===== config.mk =====
export PLATFORM = sky130hd
export DESIGN_NAME = eeif_top
export DESIGN_NICKNAME = d
export VERILOG_FILES = /design/src/logic/eeif_pkg.sv /design/src/logic/eeif_top.sv /design/src/logic/eeif_sync.sv /design/src/logic/eeif_edge.sv
export SDC_FILE = /design/constraint.sdc
export NUM_CORES = 1
export LEC_CHECK = 0
export ABC_AREA = 1
export BUFFER_PORTS_ARGS = -buffer_cell sky130_fd_sc_hd__buf_2
export CAP_MARGIN = 0
export CORE_MARGIN = 1
export CORE_UTILIZATION = 45
export CTS_CLUSTER_SIZE = 25
export DETAILED_ROUTE_END_ITERATION = 7
export GPL_ROUTABILITY_DRIVEN = 0
export GPL_TIMING_DRIVEN = 0
export HOLD_SLACK_MARGIN = 0.03
export PLACE_DENSITY = 0.81
export RECOVER_POWER = 100
export SYNTH_ARGS = -nofsm -noshare
export SYNTH_HDL_FRONTEND = slang
export SYNTH_SLANG_ARGS = --single-unit
export TNS_END_PERCENT = 5

===== constraint.sdc =====
create_clock -name pclk -period 1.5 [get_ports pclk]
set_input_delay 0.075 -clock pclk [delete_from_list [all_inputs] [get_ports pclk]]
set_output_delay 0.075 -clock pclk [all_outputs]
set_load 0.01 [all_outputs]

===== src/logic/eeif_pkg.sv =====
// shared constants for the external edge interrupt flag block
package eeif_pkg;
	localparam int ADDR_W = 12;
	// printed offsets are not word multiples: kept as indices, byte address is four times
	localparam logic [7:0] IDX_PIN_CONFIG = 8'hB7;
	localparam logic [7:0] IDX_FLAGS = 8'hBF;
	localparam logic [7:0] IDX_PRIORITY = 8'hF6;
	localparam logic [11:0] ADDR_PIN_CONFIG = {2'h0, IDX_PIN_CONFIG, 2'h0};
	localparam logic [11:0] ADDR_FLAGS = {2'h0, IDX_FLAGS, 2'h0};
	localparam logic [11:0] ADDR_PRIORITY = {2'h0, IDX_PRIORITY, 2'h0};
	// own control word: edge modes and enables
	localparam logic [11:0] ADDR_CONTROL = 12'h400;
	localparam logic [7:0] RESET_PIN_CONFIG = 8'h00;
	localparam logic [7:0] RESET_FLAGS = 8'h00;
	localparam logic [7:0] RESET_PRIORITY = 8'h00;
	localparam logic [7:0] RESET_CONTROL = 8'h00;
	// priority fields
	localparam int PRI_SPARE_B = 4;
	localparam int PRI_SPARE_A = 3;
	localparam int PRI_FREQ = 2;
	localparam logic [7:0] PRI_WRITE_MASK = 8'h1F;
	// flag fields
	localparam int FLAG_SPARE_B = 4;
	localparam int FLAG_SPARE_A = 3;
	localparam int FLAG_SER_EMPTY = 2;
	localparam int FLAG_EDGE_B = 1;
	localparam int FLAG_EDGE_A = 0;
	localparam int FLAG_W = 5;
	// pin config fields
	localparam int CFG_B_INVERT = 7;
	localparam int CFG_B_SEL_LO = 4;
	localparam int CFG_A_INVERT = 3;
	localparam int CFG_A_SEL_LO = 0;
	// control fields (own register)
	localparam int CTL_A_BOTH = 0;
	localparam int CTL_B_BOTH = 1;
	localparam int CTL_EN_A = 2;
	localparam int CTL_EN_B = 3;
	localparam int CTL_EN_SER = 4;
	localparam int CTL_EN_SPARE_A = 5;
	localparam int CTL_EN_SPARE_B = 6;
	localparam logic [7:0] CTL_WRITE_MASK = 8'h7F;
	// pins picked by code 101
	localparam int PIN_ALT_A = 8;
	localparam int PIN_ALT_B = 9;
	localparam int GPIO_W = 10;
	localparam int SYNC_STAGES = 2;
endpackage


===== src/logic/eeif_top.sv =====
// external edge interrupt flags: registers, flags and service requests
// Notes on behaviour
// - priority and flag bits 7:5 read zero; writes there change nothing
// - priority bits 4,3,2 set spare B, spare A, frequency counter level
// - spare flags 4,3 set only by software writing one
// - flag 2 set when serializer holding register empties
// - hardware never clears flag 2; software clears before next load
// - edge flags 1,0 set by chosen edge regardless of enable
// - edge sources respond to transitions only, never to levels
// - each source triggers on rising, falling or both edges
// - after inversion detect rising only or both, per mode bit
// - entering or leaving service does not clear edge flags
// - pins sampled on system clock; pulses under one period may miss
// - edge events B and A drive timer 3 and timer 2 capture
// - config bits 7 and 3 invert the pin for B and A
// - config bits 6:4 pick pin for B; code 101 picks pin 9
// - config bits 2:0 pick pin for A; code 101 picks pin 8
// - source A request reaches cpu only when its enable is one
`timescale 1ns/1ps
module eeif_top #(
	parameter int GPIO_W = 10
) (
	input wire logic pclk,
	input wire logic presetn,
	input wire logic psel,
	input wire logic penable,
	input wire logic pwrite,
	input wire logic [11:0] paddr,
	input wire logic [31:0] pwdata,
	output logic [31:0] prdata,
	output logic pready,
	output logic pslverr,
	input wire logic [GPIO_W-1:0] gpio_in,
	input wire logic ser_holding_empty,
	input wire logic service_enter,
	input wire logic service_return,
	output logic timer2_capture,
	output logic timer3_capture,
	output logic ext_edge_a_req,
	output logic ext_edge_a_high,
	output logic ext_edge_b_req,
	output logic ext_edge_b_high,
	output logic ser_empty_req,
	output logic spare_a_req,
	output logic spare_a_high,
	output logic spare_b_req,
	output logic spare_b_high,
	output logic freq_counter_high
);
	logic [7:0] ext_int_pin_config;
	logic [eeif_pkg::FLAG_W-1:0] interrupt_flags;
	logic [4:0] extended_priority;
	logic [6:0] edge_control;
	logic [GPIO_W-1:0] pins_sync;
	logic edge_a;
	logic edge_b;
	logic ser_empty_last;
	logic ser_empty_rise;
	logic wr_en;
	logic rd_en;
	logic hit;
	logic [7:0] rd_byte;
	logic [eeif_pkg::FLAG_W-1:0] hw_set;
	logic [eeif_pkg::FLAG_W-1:0] sw_clear;
	logic [eeif_pkg::FLAG_W-1:0] sw_set;
	logic [eeif_pkg::FLAG_W-1:0] next_flags;

	initial
	begin
		if (GPIO_W != eeif_pkg::GPIO_W)
			$error("eeif_top: GPIO_W must match the pin map");
		if (eeif_pkg::FLAG_W != 5 || eeif_pkg::PIN_ALT_B >= GPIO_W)
			$error("eeif_top: flag width or alternate pin out of range");
	end

	// ----------------------------------------
	// pin sampling and edge detection
	// ----------------------------------------
	eeif_sync #(
		.WIDTH(GPIO_W)
	) u_sync (
		.pclk(pclk),
		.presetn(presetn),
		.async_in(gpio_in),
		.sync_out(pins_sync)
	);

	eeif_edge #(
		.GPIO_W(GPIO_W),
		.ALT_PIN(eeif_pkg::PIN_ALT_A)
	) u_edge_a (
		.pclk(pclk),
		.presetn(presetn),
		.pins(pins_sync),
		.pin_select(ext_int_pin_config[eeif_pkg::CFG_A_SEL_LO +: 3]),
		.invert(ext_int_pin_config[eeif_pkg::CFG_A_INVERT]),
		.both_edges(edge_control[eeif_pkg::CTL_A_BOTH]),
		.edge_event(edge_a)
	);

	eeif_edge #(
		.GPIO_W(GPIO_W),
		.ALT_PIN(eeif_pkg::PIN_ALT_B)
	) u_edge_b (
		.pclk(pclk),
		.presetn(presetn),
		.pins(pins_sync),
		.pin_select(ext_int_pin_config[eeif_pkg::CFG_B_SEL_LO +: 3]),
		.invert(ext_int_pin_config[eeif_pkg::CFG_B_INVERT]),
		.both_edges(edge_control[eeif_pkg::CTL_B_BOTH]),
		.edge_event(edge_b)
	);

	// serializer empty is a level from the same clock; flag on its rise
	always_ff @(posedge pclk or negedge presetn)
	begin
		if (!presetn)
			ser_empty_last <= 1'b0;
		else
			ser_empty_last <= ser_holding_empty;
	end

	assign ser_empty_rise = ser_holding_empty & ~ser_empty_last;

	// ----------------------------------------
	// apb slave
	// ----------------------------------------
	// zero wait states: the access phase completes on its first edge
	assign wr_en = psel & penable & pwrite;
	assign rd_en = psel & ~pwrite;

	always_comb
	begin
		hit = 1'b1;
		if (paddr == eeif_pkg::ADDR_PIN_CONFIG)
			rd_byte = ext_int_pin_config;
		else if (paddr == eeif_pkg::ADDR_FLAGS)
			rd_byte = {3'h0, interrupt_flags};
		else if (paddr == eeif_pkg::ADDR_PRIORITY)
			rd_byte = {3'h0, extended_priority};
		else if (paddr == eeif_pkg::ADDR_CONTROL)
			rd_byte = {1'b0, edge_control};
		else
		begin
			rd_byte = 8'h00;
			hit = 1'b0;
		end
	end

	always_ff @(posedge pclk or negedge presetn)
	begin
		if (!presetn)
		begin
			pready <= 1'b0;
			pslverr <= 1'b0;
		end
		else
		begin
			// registered answer: ready rises in the access phase, one edge after setup
			pready <= psel & ~penable;
			pslverr <= psel & ~penable & ~hit;
		end
	end

	// read data stands only while ready does, zero otherwise
	always_ff @(posedge pclk or negedge presetn)
	begin
		if (!presetn)
			prdata <= 32'h0000_0000;
		else if (rd_en & ~penable)
			prdata <= {24'h00_0000, rd_byte};
		else
			prdata <= 32'h0000_0000;
	end

	logic wr_take;
	assign wr_take = wr_en & pready;

	// ----------------------------------------
	// configuration registers
	// ----------------------------------------
	always_ff @(posedge pclk or negedge presetn)
	begin
		if (!presetn)
			ext_int_pin_config <= eeif_pkg::RESET_PIN_CONFIG;
		else if (wr_take && paddr == eeif_pkg::ADDR_PIN_CONFIG)
			ext_int_pin_config <= pwdata[7:0];
	end

	// bits 1:0 are kept writable storage but feed nothing
	always_ff @(posedge pclk or negedge presetn)
	begin
		if (!presetn)
			extended_priority <= eeif_pkg::RESET_PRIORITY[4:0];
		else if (wr_take && paddr == eeif_pkg::ADDR_PRIORITY)
			extended_priority <= pwdata[4:0];
	end

	always_ff @(posedge pclk or negedge presetn)
	begin
		if (!presetn)
			edge_control <= eeif_pkg::RESET_CONTROL[6:0];
		else if (wr_take && paddr == eeif_pkg::ADDR_CONTROL)
			edge_control <= pwdata[6:0];
	end

	// ----------------------------------------
	// sticky flags
	// ----------------------------------------
	// write 1 to a spare flag sets it; write 0 to any flag clears it
	always_comb
	begin
		hw_set = '0;
		hw_set[eeif_pkg::FLAG_EDGE_A] = edge_a;
		hw_set[eeif_pkg::FLAG_EDGE_B] = edge_b;
		hw_set[eeif_pkg::FLAG_SER_EMPTY] = ser_empty_rise;
		sw_set = '0;
		sw_clear = '0;
		if (wr_take && paddr == eeif_pkg::ADDR_FLAGS)
		begin
			sw_clear = ~pwdata[eeif_pkg::FLAG_W-1:0];
			sw_set[eeif_pkg::FLAG_SPARE_A] = pwdata[eeif_pkg::FLAG_SPARE_A];
			sw_set[eeif_pkg::FLAG_SPARE_B] = pwdata[eeif_pkg::FLAG_SPARE_B];
		end
		// set beats clear; service entry and return never clear
		next_flags = (interrupt_flags & ~sw_clear) | sw_set | hw_set;
	end

	always_ff @(posedge pclk or negedge presetn)
	begin
		if (!presetn)
			interrupt_flags <= eeif_pkg::RESET_FLAGS[4:0];
		else
			interrupt_flags <= next_flags;
	end

	// ----------------------------------------
	// capture events and requests
	// ----------------------------------------
	always_ff @(posedge pclk or negedge presetn)
	begin
		if (!presetn)
		begin
			timer2_capture <= 1'b0;
			timer3_capture <= 1'b0;
		end
		else
		begin
			timer2_capture <= edge_a;
			timer3_capture <= edge_b;
		end
	end

	always_ff @(posedge pclk or negedge presetn)
	begin
		if (!presetn)
		begin
			ext_edge_a_req <= 1'b0;
			ext_edge_b_req <= 1'b0;
			ser_empty_req <= 1'b0;
			spare_a_req <= 1'b0;
			spare_b_req <= 1'b0;
		end
		else
		begin
			ext_edge_a_req <= interrupt_flags[eeif_pkg::FLAG_EDGE_A]
				& edge_control[eeif_pkg::CTL_EN_A];
			ext_edge_b_req <= interrupt_flags[eeif_pkg::FLAG_EDGE_B]
				& edge_control[eeif_pkg::CTL_EN_B];
			ser_empty_req <= interrupt_flags[eeif_pkg::FLAG_SER_EMPTY]
				& edge_control[eeif_pkg::CTL_EN_SER];
			spare_a_req <= interrupt_flags[eeif_pkg::FLAG_SPARE_A]
				& edge_control[eeif_pkg::CTL_EN_SPARE_A];
			spare_b_req <= interrupt_flags[eeif_pkg::FLAG_SPARE_B]
				& edge_control[eeif_pkg::CTL_EN_SPARE_B];
		end
	end

	// priority levels follow their bits whether or not a source is enabled
	always_ff @(posedge pclk or negedge presetn)
	begin
		if (!presetn)
		begin
			ext_edge_a_high <= 1'b0;
			ext_edge_b_high <= 1'b0;
			spare_a_high <= 1'b0;
			spare_b_high <= 1'b0;
			freq_counter_high <= 1'b0;
		end
		else
		begin
			// edge sources take their priority from outside; not held here
			ext_edge_a_high <= 1'b0;
			ext_edge_b_high <= 1'b0;
			spare_a_high <= extended_priority[eeif_pkg::PRI_SPARE_A];
			spare_b_high <= extended_priority[eeif_pkg::PRI_SPARE_B];
			freq_counter_high <= extended_priority[eeif_pkg::PRI_FREQ];
		end
	end

	// service strobes are accepted only to show they leave flags alone
	logic unused_service;
	assign unused_service = service_enter | service_return;
endmodule


===== src/logic/eeif_sync.sv =====
// two-flop synchroniser for a pin bus
`timescale 1ns/1ps
module eeif_sync #(
	parameter int WIDTH = 10
) (
	input wire logic pclk,
	input wire logic presetn,
	input wire logic [WIDTH-1:0] async_in,
	output logic [WIDTH-1:0] sync_out
);
	logic [WIDTH-1:0] stage1;

	initial
	begin
		if (WIDTH < 1)
			$error("eeif_sync: WIDTH must be positive");
	end

	// stage1 is read only by the second flop
	always_ff @(posedge pclk or negedge presetn)
	begin
		if (!presetn)
		begin
			stage1 <= '0;
			sync_out <= '0;
		end
		else
		begin
			stage1 <= async_in;
			sync_out <= stage1;
		end
	end
endmodule


===== src/logic/eeif_edge.sv =====
// one external source: pin select, invert, edge detect
`timescale 1ns/1ps
module eeif_edge #(
	parameter int GPIO_W = 10,
	parameter int ALT_PIN = 8
) (
	input wire logic pclk,
	input wire logic presetn,
	input wire logic [GPIO_W-1:0] pins,
	input wire logic [2:0] pin_select,
	input wire logic invert,
	input wire logic both_edges,
	output logic edge_event
);
	logic sel_pin;
	logic level;
	logic last_level;
	logic primed;

	initial
	begin
		if (ALT_PIN >= GPIO_W || GPIO_W < 8)
			$error("eeif_edge: pin index out of range");
	end

	always_comb
	begin
		case (pin_select)
			3'h5: sel_pin = pins[ALT_PIN];
			3'h6: sel_pin = pins[6];
			3'h7: sel_pin = pins[7];
			default: sel_pin = pins[pin_select];
		endcase
	end

	assign level = sel_pin ^ invert;

	// primed blocks a false edge from the reset value of last_level
	always_ff @(posedge pclk or negedge presetn)
	begin
		if (!presetn)
		begin
			last_level <= 1'b0;
			primed <= 1'b0;
		end
		else
		begin
			last_level <= level;
			primed <= 1'b1;
		end
	end

	// only transitions count; a steady level never fires
	always_comb
	begin
		if (!primed)
			edge_event = 1'b0;
		else if (both_edges)
			edge_event = level ^ last_level;
		else
			edge_event = level & ~last_level;
	end
endmodule


==> results of run 1 <==
state kept, by name (all words and copies together), names as in the netlist, 3 cells and up, named ones only:
name                count
u_sync.stage1           9
u_sync.sync_out         9
ext_int_pin_config      8
prdata                  8
edge_control            7
extended_priority       5
interrupt_flags         3
path summary, 6_finish.rpt:
path                                                   start                            to  slack (ps)  depth (start not counted)
min                                                 paddr[5]           prdata[1]$_DFF_PN0_          80                          4
max                        ext_int_pin_config[4]$_DFFE_PN0P_  interrupt_flags[1]$_DFF_PN0_        -310                         11
max in group asynchronous                            presetn      timer2_capture$_DFF_PN0_         540                          2
min in group asynchronous                            presetn      ser_empty_last$_DFF_PN0_         400                          2
min reg2reg                       u_sync.stage1[1]$_DFF_PN0_  u_sync.sync_out[1]$_DFF_PN0_         350                          0
max reg2reg                ext_int_pin_config[4]$_DFFE_PN0P_  interrupt_flags[1]$_DFF_PN0_        -310                         11
layout by cell type, fill, tap and decap left out, types with 2 or more instances in the layout:
master / instances
dfrtp_1: 67
nand2_1: 58
inv_1: 50
buf_4: 36
buf_2: 32
nor2_1: 28
conb_1: 27
clkbuf_1: 22
dlygate4sd3_1: 21
nand3_1: 18
nand4_1: 13
o21ai_1: 13
nand3_2: 9
clkbuf_8: 9
nand2_2: 8
o21ai_2: 6
nor2_2: 5
inv_2: 5
o21ai_0: 4
inv_6: 4
buf_6: 3
nor2_4: 3
and2_1: 2
a21oi_1: 2
nand3b_1: 2
o21bai_1: 2
xor2_2: 2
nor3_2: 2
ha_1: 2
metrics by stage:
step	setup TNS, ps	utilization [%]	worst slack, ps
after detailed placement	-810	55.0	-284
after global routing	-3260	62.7	-415
after global placement	-709	54.9	-238
after floorplan	-50.0	-	-25.1
final	-1170	62.7	-307
after CTS	-885	62.2	-263
cell type report:
class | instances | area share, %
flip-flops and latches | 67 | 40.9
multi-input cells | 213 | 27.9
repair buffers | 83 | 12.6
plain buffers | 32 | 6.02
inverters | 56 | 5.19
clock buffers | 9 | 3.02
well taps | 77 | 2.35
clock inverters | 7 | 1.99
critical path: stages (launching register included):
cell and delay (ps):
dfrtp_1 440, inv_2 130, nand2_1 60, nand3_1 60, nand3_1 90, nand2_2 80
xor2_2 160, ha_1 260, nand2_2 70, inv_2 40, nor3_4 190, o21bai_1 140
power breakdown:
group          internal [mW]  total, mW  switching (mW)
clock                  0.792       1.53           0.734
combinational          0.156      0.341           0.184
sequential              1.84       1.85         0.00915
per-layer routing:
layer / share of wire [%] / wire, µm
met4: 1.9 / 126
met2: 48 / 3130
met3: 7.5 / 486
met1: 43 / 2770
met5: 0 / 0
cells by family after synthesis:
family,Yosys count,share of synthesized area [%]
flip-flops,67,53.7
AND/OR/NAND/NOR,155,24.7
adder cells (fa/ha/maj),2,0.801
AO/OA/AOI/OAI,27,5.33
buffers and inverters,88,14.7
other,2,0.240
XOR/XNOR,2,0.561
timing repair:
action | 4_1_cts | 5_1_grt
pin swaps | 2 | 11
resized for setup | 3 | 14
endpoints found under the setup margin | 4 | 4
hold buffers | 21 | 0
setup buffers | 6 | 3
hold endpoints to repair | 95 | 0
==> results.yml, run 1 <==
clock_tree:
  worstSkewPairLatency_ps: 360
  cts-root-buf: "clkbuf_8"
  clock_sinks: 67
  tritoncts: "yes"
  numCtsBuffers: 9
  clockBufferDepth: 2
  cts_max_level: 3
  clk_pin_slew_worst_paths_ps: 80
timing:
  rsz0062_at_grt: "true"
  hold_viol_final: 0
  relSlewSlack_pct: 41.4
  worst_slew_pin_slew_ps: 879
  skew_ps: 7.63
  min_period_ps: 1810
  setup_viol: 8
  finalMaxSlewViolations: 0
  holdWs_ps: 83.9
  min_period_over_period_pct: 120
  max_freq_mhz: 553
  layout_setup_ws_ps: -307
global_routing:
  grt_overflow: 0
  grt_antenna_before_repair: 0
  use_met1_pct: 22.7
  met3_usage_pct: 6.03
  grt_max_degree: 68
  first_global_vias: 2437
  grt_pass1_wl_um: 10600
  gr-max-usage-layer: "met2"
  grt.met2_usage_pct: 32.2
  grt_usage_pct: 19.2
floorplan:
  coreArea_um2: 6530
  fp.dieW_um: 85.3
  core.rowCount: 29
  io_pins: 108
  die_h_um: 85.3
  dieArea_um2: 7280
  start_util_pct: 47.8
logic_synthesis:
  post-synth-top-count-cell: "dfrtp_1"
  synth_edf_count: 0
  synth.distinct_cells: 33
  yosys-top-cells-area: "dfrtp_1 54%, nand2_1 7.5%, buf_4 6.5%"
  async_reset_ff_share_pct: 100
  synth.avg_cell_area_um2: 9.10
  netlist_top_cells_count: "67 x dfrtp_1, 62 x nand2_1, 53 x inv_1, 27 x buf_4, 27 x nor2_1"
  synth_area_um2: 3120
  synth_top_area_share_pct: 53.7
  synth_area_leader_cell: "dfrtp_1"
  ys_ff_latch: 67
  yosys_warnings: 0
  seq_area_frac_synth_pct: 53.7
  netlist_instances: 343
  ys.flop_type: "dfrtp_1"
routing:
  vias: 2531
  drt_pre_antenna_iters: 5
  drc: 0
  viasPerCell: 4.65
  ant_nets: 0
  drt_iter0_drc: 147
  routedWlPerCell_um: 12.0
  routed_wl_um: 6510
placement:
  place_inst: 498
  place_hpwl_um: 4590
  port_buffers: 53
  place_area_um2: 3590
critical_path:
  crit_required_ps: 1780
  crit_path_end_kind: "register"
  cp-start-kind: "register"
  cp.arrival_ps: 2080
  worstPathMaxFanout: 5
  path_class: "register to register"
cells_and_area:
  multi_input_area_um2: 1140
  fin_cells: 544
  seq_area_um2: 1680
  syn_to_final_growth_pct: 31.2
  n_fill_cell: 561
  final_area_um2: 4100
  diodes: 0
  drive_gt1_share_pct: 28.5
  nets: 526
worst_hold_path:
  hp-class: "primary input to register"
status:
  status: "finished, violations left"
  violations: "negative setup slack"
power:
  power_density_nw_per_um2: 907
  irDropWorstVdd_mv: 0.702
  fin_total_pwr_mw: 3.71
  leakage_nw: 2.12
job:
  drv_cap: 0
(Power assumes the default switching activity.)
==> inputs of run 2 (changes only) <==
- PLACE_DENSITY: 0.81 -> 0.83
==> run 2 against run 1 <==
Global-route usage is 0.68 points lower. Via count down 1.5%. Largest cell class unchanged. Worst hold slack improved by 16 ps. Critical endpoint unchanged. Setup slack lost 5.3 ps. Register-to-register slack hardly changed. Die area stayed put. Combinational power decreased by 3%. Critical path depth unchanged. Count of clock-buffer cells in the layout increased by 2. The run still ends with negative setup slack left.
==> results.yml, run 2 (synthesis gave the netlist of run 1 again) <==
critical_path:
  critical_path_buf_inv_count: 2
  cp.arrival_ps: 2080
  worst_path_most_repeated_cell: "nand2_1"
  rrSetupSlack_ps: -310
  crit_path_end_kind: "register"
  worst_r2r_endpoint: "interrupt_flags[1]$_DFF_PN0_"
  cp_top_family: "simple AND/OR/NAND/NOR gates"
  cp_slowest_cell: "dfrtp_1"
  worstPathMaxFanout: 5
  r2r_cells: 11
  crit_required_ps: 1770
  crit_chain: "inv_1 -> nand2_1 -> nand3_2 -> nand3_1 -> nand2_1 -> xor2_1 -> ha_1 -> nand2_1 -> inv_1 -> nor3_2 -> o21bai_1"
  cp-start-kind: "register"
  r2r-start: "ext_int_pin_config[4]$_DFFE_PN0P_"
  path_class: "register to register"
  slowest_delay_ps: 430
floorplan:
  die_h_um: 85.3
  fp.dieW_um: 85.3
  start_util_pct: 47.8
  dieArea_um2: 7280
  coreArea_um2: 6530
  core.rowCount: 29
  io_pins: 108
cells_and_area:
  reg_top3: "u_sync.stage1 x9, u_sync.sync_out x9"
  diodes: 0
  nets: 524
  drive_gt1_share_pct: 25.4
  mostFrequentLayoutCells: "67 x dfrtp_1, 63 x nand2_1, 51 x inv_1"
  final_common_cell: "dfrtp_1"
  syn_to_final_growth_pct: 29.0
  final_area_um2: 4030
worst_hold_path:
  min_to: "prdata[1]$_DFF_PN0_"
  holdPathStages: 4
  hp-class: "primary input to register"
  hold_start: "paddr[5]"
status:
  status: "finished, violations left"
  violations: "negative setup slack"
timing:
  min_period_ps: 1810
  worst_slew_pin_slew_ps: 880
  holdWs_ps: 100
  finalMaxSlewViolations: 0
  skew_ps: 7.40
  min_period_over_period_pct: 121
  setup_viol: 11
  rsz0062_at_grt: "true"
  layout_setup_ws_ps: -312
  hold_viol_final: 0
  relSlewSlack_pct: 41.3
  max_freq_mhz: 552
global_routing:
  first_global_vias: 2335
  grt_pass1_wl_um: 10300
  grt_overflow: 0
  grt_usage_pct: 18.5
  grt_antenna_before_repair: 0
  grt_max_degree: 68
power:
  leakage_nw: 2.09
  power_density_nw_per_um2: 932
  irDropWorstVdd_mv: 0.627
  fin_total_pwr_mw: 3.75
clock_tree:
  tritoncts: "yes"
  cts-root-buf: "clkbuf_8"
  cts_max_level: 3
  numCtsBuffers: 9
  clockBufferDepth: 2
  worstSkewPairLatency_ps: 340
  clk_pin_slew_worst_paths_ps: 70
  clock_sinks: 67
routing:
  drt_iter0_drc: 180
  routedWlPerCell_um: 11.8
  viasPerCell: 4.60
  drc: 0
  ant_nets: 0
  drt_pre_antenna_iters: 4
  vias: 2493
  routed_wl_um: 6400
placement:
  port_buffers: 53
  place_area_um2: 3590
  place_hpwl_um: 4440
job:
  drv_cap: 0
run 2: cell types whose count changed in the layout (fill, tap and decap cells not counted), sizes merged:
cell    change
buf         -2
inv         -4
clkinv      +1
clkbuf      +2
bufinv      +1
run 2: tightest hold or removal path, delay by kind of cell:
kind / cells / cell delay [ps]
buffers and inverters: 1 / 120
AND/OR/NAND/NOR: 3 / 220
run 2: cell type report:
type                       count  area (µm²)
fill                         575        2500
tap                           77        96.3
buffer                        32         246
timing repair buffer          81         504
clock inverter                 5        77.6
clock buffer                  11         131
sequential                    67        1680
multi-input combinational    213        1080
inverter                      56         213
run 2: power breakdown:
group	total (mW)	internal (mW)	switching [mW]
sequential	1.85	1.84	0.00872
clock	1.57	0.931	0.643
combinational	0.330	0.152	0.177
run 2: worst max path at each step:
stage	slack, ps	from	cells after the start	end
CTS	-260	ext_int_pin_config[4]$_DFFE_PN0P_	11	interrupt_flags[1]$_DFF_PN0_
global placement	-230	ext_int_pin_config[0]$_DFFE_PN0P_	11	interrupt_flags[0]$_DFF_PN0_
floorplan	-30	ext_int_pin_config[4]$_DFFE_PN0P_	11	interrupt_flags[1]$_DFF_PN0_
global route	-500	ext_int_pin_config[4]$_DFFE_PN0P_	11	interrupt_flags[1]$_DFF_PN0_
finish	-310	ext_int_pin_config[4]$_DFFE_PN0P_	11	interrupt_flags[1]$_DFF_PN0_
detailed placement	-270	ext_int_pin_config[0]$_DFFE_PN0P_	11	interrupt_flags[0]$_DFF_PN0_
run 2: through the flow:
| stage | TNS (ps) | instances | util, % | setup WS (ps) |
|---|---|---|---|---|
| floorplan | -50.0 | 368 | - | -25.1 |
| global placement | -701 | 498 | 54.9 | -234 |
| detailed placement | -759 | 498 | 55.0 | -271 |
| CTS | -883 | 540 | 62.0 | -261 |
| global route | -2850 | 542 | 61.7 | -501 |
| finish | -1420 | 542 | 61.7 | -312 |
run 2: timing repair:
action	in CTS	in global routing
hold buffers	21	0
buffers inserted	5	2
resized for setup	0	5
gates cloned	0	0
pin swaps	5	7
setup endpoints to repair	4	5
hold endpoints to repair	96	0
run 2: layer usage:
layer	global-route usage, %	vias to the layer above	part of all wire, %
met5	0	-	0
met4	8.18	0	1.3
met3	5.25	10	7.6
met2	30.8	104	48
met1	22.6	1127	43
li1	-	1252	-
==> inputs of run 3 (changes only) <==
- CORE_UTILIZATION: 45 -> 50
- PLACE_DENSITY: 0.83 -> 0.87
- clock period: 1.5 -> 2 ns (I/O delays scaled with it)
==> run 3 against run 2 <==
The flow now finishes without violations. Critical path depth unchanged. Power decreased by 28%. Cell area fell by 3.1%. Count of clock-buffer cells in the layout is 1 lower. Combinational power shrank 26%. Setup slack better by 470 ps. Sequential cell count stayed put. Global-route usage is 4.2 points higher. Routed wire length grew 6.7%. Highest routed layer unchanged.
==> results.yml, run 3 (synthesis gave the netlist of run 1 again) <==
status:
  status: "finished, final reports clean"
timing:
  worst_slew_pin_slew_ps: 1430
  min_period_over_period_pct: 91.9
  rsz0062_at_grt: "false"
  max_freq_mhz: 544
  finalSetupTns_ps: 0
  hold_viol_final: 0
  finalMaxSlewViolations: 0
  setup_viol: 0
  skew_ps: 8.45
  relSlewSlack_pct: 4.42
  min_period_ps: 1840
critical_path:
  cp-start-kind: "register"
  cp.arrival_ps: 2110
  crit_path_end_kind: "register"
  worstPathMaxFanout: 6
  path_class: "register to register"
  crit_required_ps: 2270
job:
  drv_cap: 0
floorplan:
  coreArea_um2: 5960
  io_pins: 108
  die_h_um: 81.0
  start_util_pct: 52.4
  dieArea_um2: 6570
  fp.dieW_um: 81.0
  core.rowCount: 28
clock_tree:
  numCtsBuffers: 9
  cts-root-buf: "clkbuf_8"
  clk_pin_slew_worst_paths_ps: 80
  clockBufferDepth: 2
  post-cts-setup-buffer-count: 0
  worstSkewPairLatency_ps: 340
  clock_sinks: 67
  cts_max_level: 3
  tritoncts: "yes"
power:
  p_sw_share_pct: 24.1
  irDropWorstVdd_mv: 0.465
  leakage_nw: 2.02
  p_switching_uw: 655
  power_density_nw_per_um2: 697
  p_seq_share_pct: 51.0
  power_frac_clock_pct: 40.0
  internal_power_mw: 2.06
  p_comb_share_pct: 9.0
routing:
  viasPerCell: 4.90
  drt_iter0_drc: 203
  routedWlPerCell_um: 12.8
  vias: 2608
  drt_pre_antenna_iters: 5
  routed_wl_um: 6820
  drc: 0
  ant_nets: 0
placement:
  place_hpwl_um: 4650
  place_area_um2: 3580
  port_buffers: 53
global_routing:
  grt_pass1_wl_um: 11000
  grt_overflow: 0
  grt_max_degree: 68
  first_global_vias: 2458
  grt_antenna_before_repair: 0
  grt_usage_pct: 22.7
cells_and_area:
  syn_to_final_growth_pct: 25.0
  mostFrequentLayoutCells: "66 x nand2_1, 66 x dfrtp_1, 51 x inv_1"
  reg_top3: "u_sync.stage1 x9, u_sync.sync_out x9"
  drive_gt1_share_pct: 22.8
  utilization_pct: 65.5
  nets: 516
  diodes: 0
  final_area_um2: 3900
worst_hold_path:
  hp-class: "primary input to register"
run 3: changes by cell type in the layout (fill, tap and decap cells not counted), sizes merged:
cell and delta:
buf -7, dlygate4sd3 -1, clkinvlp +2, clkbuf -1
bufinv -1
run 3: worst max-delay path: stages, from the launching register on:
cell and delay, ps:
dfrtp_1 430, inv_2 120, nand2_1 60, nand3_1 80, nand3_1 90, nand2_1 90
xor2_1 200, ha_1 260, nand2_1 80, inv_1 50, nor3_2 180, o21bai_1 150
run 3: power groups by stage:
stage                     Sequential [mW]  Combinational [mW]  Clock [mW]
after floorplan                      1.41               0.125           0
after global placement               1.41               0.206           0
after detailed placement             1.41               0.213           0
after CTS                            1.39               0.243        1.11
after global routing                 1.39               0.272        1.18
final                                1.39               0.245        1.09
run 3: metrics by stage:
stage | power (mW) | worst slack, ps | cells | hold WS, ps
finish | 2.72 | 162 | 532 | 44.1
global placement | 1.62 | 109 | 496 | 208
floorplan | 1.54 | 380 | 368 | -196
CTS | 2.74 | 0.986 | 531 | 39.0
detailed placement | 1.63 | 41.9 | 496 | 209
global route | 2.84 | 4.85 | 532 | 51.7
run 3: final timing paths:
kind                                                   startpoint                                end  slack [ps]  cells after the start
min in group asynchronous                                 presetn       interrupt_flags[1]$_DFF_PN0_         650                      2
worst min register to register         u_sync.stage1[3]$_DFF_PN0_       u_sync.sync_out[3]$_DFF_PN0_         350                      0
max in group asynchronous                                 presetn  ext_int_pin_config[0]$_DFFE_PN0P_         410                      2
worst max register to register  ext_int_pin_config[4]$_DFFE_PN0P_       interrupt_flags[1]$_DFF_PN0_         160                     11
worst min-delay path                                    pwdata[0]   extended_priority[0]$_DFFE_PN0P_          40                      3
worst max-delay path            ext_int_pin_config[4]$_DFFE_PN0P_       interrupt_flags[1]$_DFF_PN0_         160                     11
run 3: routing by layer:
metal | routed length, µm | GRT usage (%) | share of wire (%) | up-vias
met4 | 279 | 13.6 | 4.1 | 0
met2 | 3180 | 37.3 | 47 | 144
li1 | - | - | - | 1238
met1 | 2830 | 27.2 | 41 | 1194
met3 | 537 | 5.28 | 7.9 | 32
met5 | 0 | 0 | 0 | -
run 3: repair_timing:
action | CTS | global route
hold endpoints to repair | 20 | 67
resized for setup | 1 | 5
hold buffers | 19 | 1
setup endpoints to repair | 1 | 4
run 3: final cells by class:
type,count,area [µm²]
clock inverter,6,66.3
fill,508,2050
multi-input combinational,213,1050
timing repair buffer,73,438
inverter,56,213
buffer,32,240
tap,75,93.8
sequential,67,1680
clock buffer,10,128
